===== src/logic/exs_pkg.sv =====
/*
 * Constants shared by the extended X.21 sync channel: characters, command codes, reset values.
 * Assumes a byte-wide host side and a bit-serial line clocked by a one-cycle enable.
 */
package exs_pkg;
	localparam logic [7:0] EXS_SYNC_CHAR = 8'h16;
	localparam logic [7:0] EXS_CMD_START = 8'h80;
	localparam logic [7:0] EXS_REQ_OFF = 8'h00;
	localparam logic [7:0] EXS_REQ_ON = 8'h01;
	localparam logic [1:0] EXS_MIN_REPEAT = 2'h3;
	localparam logic [7:0] EXS_SPECIAL_RESET = 8'h00;
	localparam int EXS_SPECIAL_COUNT = 3;
	localparam int EXS_BIT_MSB = 7;

	typedef enum logic [4:0] {
		EXS_TX_DATA = 5'h01,
		EXS_TX_CMD_REQ = 5'h02,
		EXS_TX_CMD_CHAR = 5'h04,
		EXS_TX_CMD_COUNT = 5'h08,
		EXS_TX_REPEAT = 5'h10
	} exs_tx_state_t;
endpackage : exs_pkg


===== src/logic/exs_sync_match.sv =====
/*
 * Holds the receive sync character and compares a received byte with it and with the special characters given on the inputs.
 * Assumes writes come from host logic on the same clock.
 */
`timescale 1ns/1ps
module exs_sync_match
	import exs_pkg::*;
(
	input wire logic clk,
	input wire logic nrst,
	input wire logic init_pulse,
	input wire logic sync_wr,
	input wire logic [7:0] sync_wdata,
	input wire logic [7:0] special_char_values [EXS_SPECIAL_COUNT],
	input wire logic [7:0] rx_byte,
	output logic [7:0] sync_char_register,
	output logic is_sync,
	output logic [EXS_SPECIAL_COUNT-1:0] is_special
);
	logic [7:0] next_sync;

	always_comb begin
		next_sync = sync_char_register;
		if (init_pulse) begin
			next_sync = EXS_SYNC_CHAR; // [RULE_09]
		end else if (sync_wr) begin
			next_sync = sync_wdata; // [RULE_09]
		end
	end

	always_ff @(posedge clk or negedge nrst) begin
		if (!nrst) begin
			sync_char_register <= EXS_SYNC_CHAR;
		end else begin
			sync_char_register <= next_sync;
		end
	end

	assign is_sync = (rx_byte == sync_char_register);

	genvar gi;
	generate
		for (gi = 0; gi < EXS_SPECIAL_COUNT; gi++) begin : g_special
			assign is_special[gi] = (rx_byte == special_char_values[gi]);
		end
	endgenerate
endmodule : exs_sync_match


===== src/logic/exs_channel.sv =====
/*
 * One extended X.21 character-synchronous channel: transmit with escape commands and idle fill,
 * receive with sync hunt, sync/special interrupts and stripping.
 * Assumes host byte streams are on clk; the serial receive data pin is asynchronous and bit_en
 * is a one-cycle enable from an external divider at the line bit rate.
 */
`timescale 1ns/1ps
// What this block does
// [RULE_01] Without escape mode, host bytes go out unchanged.
// [RULE_02] Empty transmit queue sends sync character 16 hex repeatedly.
// [RULE_03] In escape mode, byte 80 hex and next three form one command.
// [RULE_04] Second command byte: 00 request line high, 01 low, others reserved.
// [RULE_05] Third command byte sent as plain eight bits, no parity added.
// [RULE_06] Fourth byte is repeat count; zero repeats until new data.
// [RULE_07] Zero count still sends the character at least three times.
// [RULE_08] Host writes 80 00 FF 00 to idle mark, 80 01 80 01 for literal.
// [RULE_09] Initialization loads sync register with 16 hex; host may change it.
// [RULE_10] Host reprograms sync value only after init, parity bit clear.
// [RULE_11] Sync on one or two sync characters per single-sync select.
// [RULE_12] No end-of-frame delimiter; host decides frame and buffer bounds.
// [RULE_13] Pass characters before and after sync; interrupt on sync detect.
// [RULE_14] Double-sync mode interrupts right after the second sync character.
// [RULE_15] Single-sync mode interrupts right after the one sync character.
// [RULE_16] Without steady-state detect, nothing is stripped from receive data.
// [RULE_17] Strip and special enables act only with steady-state detect set.
// [RULE_18] Sync stripping: after two syncs, special interrupt, strip further syncs.
// [RULE_19] Special char seen twice raises interrupt; further repeats stripped.
// [RULE_20] Exhausted nonzero count with no data returns to idle sync.
module exs_channel
	import exs_pkg::*;
(
	input wire logic clk,
	input wire logic nrst,
	input wire logic bit_en,
	input wire logic channel_init,
	input wire logic escape_command_mode,
	input wire logic steady_state_detect_enable,
	input wire logic single_sync_select,
	input wire logic sync_strip_enable,
	input wire logic special_char_detect_enable,
	input wire logic [7:0] special_char_values [EXS_SPECIAL_COUNT],
	input wire logic sync_wr,
	input wire logic [7:0] sync_wdata,
	input wire logic tx_valid,
	input wire logic [7:0] tx_data,
	output logic tx_ready,
	output logic txd,
	output logic request_n,
	input wire logic rxd,
	output logic rx_valid,
	output logic [7:0] rx_data,
	output logic sync_irq,
	output logic special_irq,
	output logic [7:0] sync_char_register
);
	// ************************************************************
	// Transmit
	// ************************************************************
	exs_tx_state_t tx_state, next_tx_state;
	logic [7:0] shreg, next_shreg;
	logic [2:0] bitcnt, next_bitcnt;
	logic [7:0] rep_char, next_rep_char;
	logic [7:0] rep_count, next_rep_count;
	logic [1:0] min_count, next_min_count;
	logic next_request_n;
	logic next_tx_ready;
	logic next_txd;
	logic char_end;

	// A new character is picked at the last bit of the current one
	assign char_end = bit_en && (bitcnt == 3'h7);

	always_comb begin
		next_tx_state = tx_state;
		next_shreg = shreg;
		next_bitcnt = bitcnt;
		next_rep_char = rep_char;
		next_rep_count = rep_count;
		next_min_count = min_count;
		next_request_n = request_n;
		next_tx_ready = 1'b0;
		next_txd = txd;
		if (bit_en) begin
			next_txd = shreg[0];
			next_shreg = {1'b0, shreg[EXS_BIT_MSB:1]};
			next_bitcnt = bitcnt + 3'h1;
		end
		// Idle fill is the default at every boundary, so command bytes never leave zeros on the line
		if (char_end) begin
			next_shreg = EXS_SYNC_CHAR; // [RULE_02]
		end
		// Command bytes are taken immediately except during a repeat, where byte 80 hex waits too; data characters wait for a slot
		case (tx_state)
			EXS_TX_CMD_REQ: begin
				if (tx_valid && !tx_ready) begin
					next_tx_ready = 1'b1;
					if (tx_data == EXS_REQ_OFF) begin
						next_request_n = 1'b1; // [RULE_04]
					end else if (tx_data == EXS_REQ_ON) begin
						next_request_n = 1'b0; // [RULE_04]
					end
					next_tx_state = EXS_TX_CMD_CHAR;
				end
			end
			EXS_TX_CMD_CHAR: begin
				if (tx_valid && !tx_ready) begin
					next_tx_ready = 1'b1;
					next_rep_char = tx_data; // [RULE_05]
					next_tx_state = EXS_TX_CMD_COUNT;
				end
			end
			EXS_TX_CMD_COUNT: begin
				if (tx_valid && !tx_ready) begin
					next_tx_ready = 1'b1;
					next_rep_count = tx_data; // [RULE_06]
					next_min_count = 2'h0;
					next_tx_state = EXS_TX_REPEAT;
				end
			end
			EXS_TX_REPEAT: begin
				if (char_end) begin
					if (rep_count == 8'h00) begin
						// Zero count: stop only once three copies went out and data waits
						if (min_count == EXS_MIN_REPEAT && tx_valid && !tx_ready) begin // [RULE_07]
							next_tx_state = EXS_TX_DATA;
							// A new escape command is left for the data state to take next cycle
							if (!(escape_command_mode && tx_data == EXS_CMD_START)) begin
								next_tx_ready = 1'b1;
								next_shreg = tx_data; // [RULE_01]
							end
						end else begin
							next_shreg = rep_char; // [RULE_06]
							if (min_count != EXS_MIN_REPEAT) begin
								next_min_count = min_count + 2'h1; // [RULE_07]
							end
						end
					end else begin
						next_shreg = rep_char;
						next_rep_count = rep_count - 8'h01;
						if (rep_count == 8'h01) begin
							next_tx_state = EXS_TX_DATA; // [RULE_20]
						end
					end
				end
			end
			EXS_TX_DATA: begin
				if (escape_command_mode && tx_valid && !tx_ready && tx_data == EXS_CMD_START) begin
					next_tx_ready = 1'b1; // [RULE_03]
					next_tx_state = EXS_TX_CMD_REQ;
				end else if (char_end) begin
					if (tx_valid && !tx_ready) begin
						next_tx_ready = 1'b1;
						next_shreg = tx_data; // [RULE_01]
					end else begin
						next_shreg = EXS_SYNC_CHAR; // [RULE_02] [RULE_20]
					end
				end
			end
			default: begin
				next_tx_state = EXS_TX_DATA;
			end
		endcase
	end

	always_ff @(posedge clk or negedge nrst) begin
		if (!nrst) begin
			tx_state <= EXS_TX_DATA;
			shreg <= EXS_SYNC_CHAR;
			bitcnt <= 3'h0;
			rep_char <= 8'h00;
			rep_count <= 8'h00;
			min_count <= 2'h0;
			request_n <= 1'b1;
			tx_ready <= 1'b0;
			txd <= 1'b1;
		end else begin
			tx_state <= next_tx_state;
			shreg <= next_shreg;
			bitcnt <= next_bitcnt;
			rep_char <= next_rep_char;
			rep_count <= next_rep_count;
			min_count <= next_min_count;
			request_n <= next_request_n;
			tx_ready <= next_tx_ready;
			txd <= next_txd;
		end
	end

	// ************************************************************
	// Receive
	// ************************************************************
	logic rxd_meta, rxd_sync;
	logic [7:0] rx_shift, next_rx_shift;
	logic [2:0] rx_cnt, next_rx_cnt;
	logic locked, next_locked;
	logic seen_one, next_seen_one;
	logic [7:0] last_char, next_last_char;
	logic run_hit, next_run_hit;
	logic repeat_hit;
	logic next_rx_valid, next_sync_irq, next_special_irq;
	logic [7:0] next_rx_data;
	logic [7:0] cand;
	logic is_sync;
	logic [EXS_SPECIAL_COUNT-1:0] is_special;
	logic strip_sync_on, special_on;

	always_ff @(posedge clk or negedge nrst) begin
		if (!nrst) begin
			rxd_meta <= 1'b1;
			rxd_sync <= 1'b1;
		end else begin
			rxd_meta <= rxd;
			rxd_sync <= rxd_meta;
		end
	end

	// LSB first; while hunting every bit shift is a candidate
	assign cand = {rxd_sync, rx_shift[EXS_BIT_MSB:1]};
	assign strip_sync_on = steady_state_detect_enable && sync_strip_enable; // [RULE_16] [RULE_17]
	assign special_on = steady_state_detect_enable && special_char_detect_enable; // [RULE_16] [RULE_17]
	// A stripped run needs a sync or special character equal to the one before it, after lock
	assign repeat_hit = locked && (cand == last_char) && ((is_sync && strip_sync_on) || ((|is_special) && special_on));

	exs_sync_match u_match (
		.clk(clk),
		.nrst(nrst),
		.init_pulse(channel_init),
		.sync_wr(sync_wr),
		.sync_wdata(sync_wdata),
		.special_char_values(special_char_values),
		.rx_byte(cand),
		.sync_char_register(sync_char_register),
		.is_sync(is_sync),
		.is_special(is_special)
	);

	always_comb begin
		next_rx_shift = rx_shift;
		next_rx_cnt = rx_cnt;
		next_locked = locked;
		next_seen_one = seen_one;
		next_last_char = last_char;
		next_run_hit = run_hit;
		next_rx_valid = 1'b0;
		next_rx_data = rx_data;
		next_sync_irq = 1'b0;
		next_special_irq = 1'b0;
		if (channel_init) begin
			next_locked = 1'b0;
			next_seen_one = 1'b0;
			next_run_hit = 1'b0;
			next_rx_cnt = 3'h0;
		end else if (bit_en) begin
			next_rx_shift = cand;
			next_rx_cnt = rx_cnt + 3'h1;
			if (!locked && is_sync && (single_sync_select || seen_one || rx_cnt != 3'h7)) begin
				// Candidate sync found while hunting, on or off the character grid: realign here
				next_rx_cnt = 3'h0;
				next_rx_valid = 1'b1; // [RULE_13]
				next_rx_data = cand;
				next_last_char = cand;
				next_run_hit = 1'b0;
				if (single_sync_select) begin
					next_locked = 1'b1;
					next_sync_irq = 1'b1; // [RULE_11] [RULE_15]
				end else if (seen_one && rx_cnt == 3'h7) begin
					next_locked = 1'b1;
					next_sync_irq = 1'b1; // [RULE_11] [RULE_14]
					// The locking sync is the second in a row, so it already validates the run
					next_special_irq = strip_sync_on; // [RULE_18]
					next_run_hit = strip_sync_on;
				end else begin
					next_seen_one = 1'b1;
				end
			end else if (rx_cnt == 3'h7) begin
				// Character boundary: junk before sync and data after are both passed
				next_rx_valid = 1'b1; // [RULE_13]
				next_rx_data = cand;
				if (!locked) begin
					next_seen_one = is_sync && !single_sync_select;
				end
				// Second in a row is passed and flagged; later repeats are dropped
				if (repeat_hit && run_hit) begin
					next_rx_valid = 1'b0; // [RULE_18] [RULE_19]
				end else if (repeat_hit) begin
					next_special_irq = 1'b1; // [RULE_18] [RULE_19]
					next_run_hit = 1'b1;
				end else begin
					next_run_hit = 1'b0;
				end
				next_last_char = cand;
			end
		end
	end

	always_ff @(posedge clk or negedge nrst) begin
		if (!nrst) begin
			rx_shift <= 8'h00;
			rx_cnt <= 3'h0;
			locked <= 1'b0;
			seen_one <= 1'b0;
			last_char <= 8'h00;
			run_hit <= 1'b0;
			rx_valid <= 1'b0;
			rx_data <= 8'h00;
			sync_irq <= 1'b0;
			special_irq <= 1'b0;
		end else begin
			rx_shift <= next_rx_shift;
			rx_cnt <= next_rx_cnt;
			locked <= next_locked;
			seen_one <= next_seen_one;
			last_char <= next_last_char;
			run_hit <= next_run_hit;
			rx_valid <= next_rx_valid;
			rx_data <= next_rx_data;
			sync_irq <= next_sync_irq;
			special_irq <= next_special_irq;
		end
	end
endmodule : exs_channel


===== config.mk =====
export PLATFORM = sky130hd
export DESIGN_NAME = exs_channel
export DESIGN_NICKNAME = d
export VERILOG_FILES = /design/src/logic/exs_pkg.sv /design/src/logic/exs_sync_match.sv /design/src/logic/exs_channel.sv
export SDC_FILE = /design/constraint.sdc
export NUM_CORES = 1
export LEC_CHECK = 0
export BUFFER_PORTS_ARGS = -buffer_cell sky130_fd_sc_hd__buf_2
export CAP_MARGIN = 5
export CORE_ASPECT_RATIO = 1.75
export CORE_UTILIZATION = 39
export CTS_BUF_LIST = sky130_fd_sc_hd__clkbuf_16
export DETAILED_ROUTE_END_ITERATION = 16
export GPL_ROUTABILITY_DRIVEN = 0
export PLACE_DENSITY = 0.66
export SLEW_MARGIN = 20
export SYNTH_ARGS = -nofsm -noshare
export SYNTH_HDL_FRONTEND = slang
export SYNTH_SLANG_ARGS = --single-unit

===== constraint.sdc =====
create_clock -name clk -period 1.8 [get_ports clk]
set_input_delay 0.27 -clock clk [delete_from_list [all_inputs] [get_ports clk]]
set_output_delay 0.27 -clock clk [all_outputs]
set_load 0.05 [all_outputs]

==> flow_summary.yaml <==
min_path:
  worstHoldStart: "rxd"
  worstHoldPathCells: 1
  holdPathEnd: "rxd_meta"
  hold_path_class: "primary input to flop"
pwr:
  power.total_mw: 5.531
  internal-power_mw: 3.766
  ir_worst_vdd_mv: 0.5216
  p_sw_frac: 0.3191
  cellPowerDensity_mw_per_mm2: 989.3
  p_switching_mw: 1.765
  pwr-share-comb: 0.307
  power_frac_seq: 0.374
  p_clk_frac: 0.319
  p_leak_nw: 2.582
finish:
  area_growth_pct: 39.23
  n_antenna_cell: 0
  final_area_mm2: 0.005590
  final_cells: 659
  fin_nets: 588
  fillers: 831
  drive_gt1_frac: 0.4569
floorplanning:
  die_width_um: 78.70
  core_mm2: 0.009910
  ios: 74
  start_util: 0.4052
  num_rows: 48
  chipHeight_um: 136.2
  dieArea_mm2: 0.01072
clock_tree:
  tritoncts: "built"
  cts_buffers: 9
  clockBufferDepth: 2
  root_buffer: "clkbuf_16"
  clk_pin_slew_ns: 0.06
  cts.sink_count: 71
  clk_latency_ns: 0.33
  htree_levels: 3
worst_setup_path:
  worstReg2RegEnd: "last_char[0]"
  reg2reg_slack_ns: -0.16
  worstSetupStartpointType: "flop"
  crit_arrival_ns: 2.17
  rr_startpoint: "u_match.sync_char_register[2]"
  crit_type: "flop to flop"
  crit_required_ns: 2.01
  setup.worst_path.end_class: "flop"
  reg2regPathDepth: 7
  cp_max_fo: 4
synthesis:
  synth_fp_nets: 448
  yosysWarnings: 0
  synth_ff_type: "dfrtp_1"
  ys_seq_area_frac: 0.4459
  synth_area_mm2: 0.004015
  synthCells: 389
  yosysUniqueCellTypes: 61
  synth-edff-count: 0
  ys_seq_elements: 71
  async_reset_ff_frac: 1.000
  syn_area_per_cell_um2: 10.32
detailed_routing:
  vias: 3435
  drt_iter0_drc: 143
  avgRoutedWirePerCell_um: 16.47
  ant_nets: 0
  drc_errors: 0
  viasPerCell: 5.212
  dr.pass1.iters: 4
  wirelength_um: 10850
sta:
  skew_ns: 0.006090
  fin_ws_ns: -0.1626
  hold_violations: 0
  maxSlewViolCount: 0
  max_freq_mhz: 509.5
  final.setup.tns_ns: -1.905
  finalCriticalPeriod_ns: 1.963
  finalSetupViolCount: 20
  slew-limit-headroom: 0.7139
  min_period_over_period: 1.090
  rsz0062_at_grt: "yes"
  worstMarginPinSlew_ns: 0.4292
placed_design:
  place_inst: 633
  dp_hpwl_um: 8347
  io_buffers: 73
  dpl_cell_area_mm2: 0.004987
job:
  maxCapViolCount: 0
global_routing:
  antenna_found_initial: 0
  grt_pass1_wl_um: 17070
  grt_overflow_total: 0
  grtUsageTotal: 0.2131
  grt_start_max_net_pins: 31
  grt_pass1_vias: 3615
outcome:
  status: "complete, but fails checks"
  violations: "setup timing"
## logic make-up (layout without fill, tap and decap cells)
group           after synthesis  in the layout  synth area share
fa+ha+maj                     7              7           0.02181
compound gates               74             74            0.1215
buf+inv                      30            175           0.03802
flops                        71             71            0.4459
mux                          37             37            0.1007
xor+xnor                     42             42           0.09162
simple gates                128            128            0.1804
## layout make-up
cell class	count	area, um2	area share
multi-input combinational	288	2293	0.4103
sequential	71	1797	0.3214
timing repair buffer	150	1011	0.1808
clock buffer	9	225.2	0.04029
tap	125	156.4	0.02798
clock inverter	7	73.82	0.01321
inverter	9	33.78	0.006043
## timing repair
item                                    CTS  global route
buffers inserted                          7             1
resized for setup                        33            27
endpoints found under the setup margin   29            37
hold endpoints to repair                 12             0
hold buffers                              1             0
pin swaps                                13            17
gates cloned                              0             1
## cells in the final DEF, fill, tap and decap left out, types with 3 or more instances in the layout
cell type / n
a21oi_1: 18
a221o_1: 3
a31oi_1: 3
buf_2: 73
buf_4: 67
buf_6: 6
clkbuf_16: 10
clkinvlp_4: 3
dfrtp_1: 55
dfrtp_2: 5
dfstp_2: 11
ha_1: 4
inv_1: 8
mux2_1: 8
mux2_2: 18
mux2i_1: 10
nand2_1: 23
nand2_2: 3
nand2b_1: 7
nand3_1: 5
nand3b_1: 6
nand4_1: 8
nor2_1: 36
nor2b_1: 6
nor3_1: 3
nor4_1: 4
o21ai_0: 4
o21ai_1: 15
o21ai_2: 4
o221ai_1: 3
o22ai_1: 3
xnor2_1: 30
xor2_1: 6
xor2_2: 3
## power groups by stage
stage | registers (mW) | logic [mW] | clock network (mW)
2_1_floorplan | 2.11 | 0.975 | 0
3_3_place_gp | 2.07 | 1.51 | 0
3_5_place_dp | 2.08 | 1.55 | 0
4_1_cts | 2.07 | 1.70 | 1.80
5_1_grt | 2.10 | 1.84 | 1.88
6_report | 2.07 | 1.70 | 1.76
## how the worst max path moves through the flow
| stage | start | to | cells after the start |
|---|---|---|---|
| floorplan | u_match.sync_char_register[2] | last_char[2] | 7 |
| global placement | rxd_sync | last_char[3] | 7 |
| detailed placement | rxd_sync | last_char[0] | 7 |
| CTS | u_match.sync_char_register[2] | last_char[0] | 7 |
| global route | u_match.sync_char_register[2] | last_char[2] | 7 |
| finish | u_match.sync_char_register[2] | last_char[0] | 7 |
## flip-flops by register name (all words and copies together), names as in the netlist, 2 cells and up
signal                      count
bitcnt                          3
last_char                       8
min_count                       2
rep_char                        8
rep_count                       8
rx_cnt                          3
rx_shift                        7
shreg                           8
tx_state                        5
u_match.sync_char_register      8
## metal layers
layer  wire (um)  track usage
met1        3885       0.1995
met2        6179       0.4242
met3         402      0.03826
met4         383       0.1080
met5           0            0
## synth_stat cells, drive strengths merged (9+ instances only)
cell type	number	area share
nand2	26	0.025
a21oi	20	0.025
xor2	10	0.022
o21ai	23	0.029
mux2i	10	0.025
dfrtp	60	0.37
nand4	9	0.016
inv	9	0.0084
dfstp	11	0.072
buf	15	0.024
mux2	27	0.076
nor2	39	0.039
xnor2	32	0.070
## per-stage QoR
step                      hold WS [ns]  utilization  setup slack [ns]
after floorplan               -0.02559            -           -0.2766
after global placement          0.2252       0.5033           -0.1468
after detailed placement        0.2282       0.5033           -0.2128
after CTS                      0.03840       0.5534           -0.1737
after global routing           0.03240       0.5641           -0.2551
final                          0.04620       0.5641           -0.1626
## critical path, stage by stage (launching register included)
cell	delay, ns
dfstp_2	0.56
xor2_2	0.08
nor4_4	0.32
nand2_2	0.12
nor2_2	0.11
o21a_1	0.17
buf_4	0.16
mux2_1	0.33
Note: power is estimated with default switching activity, not from simulation.
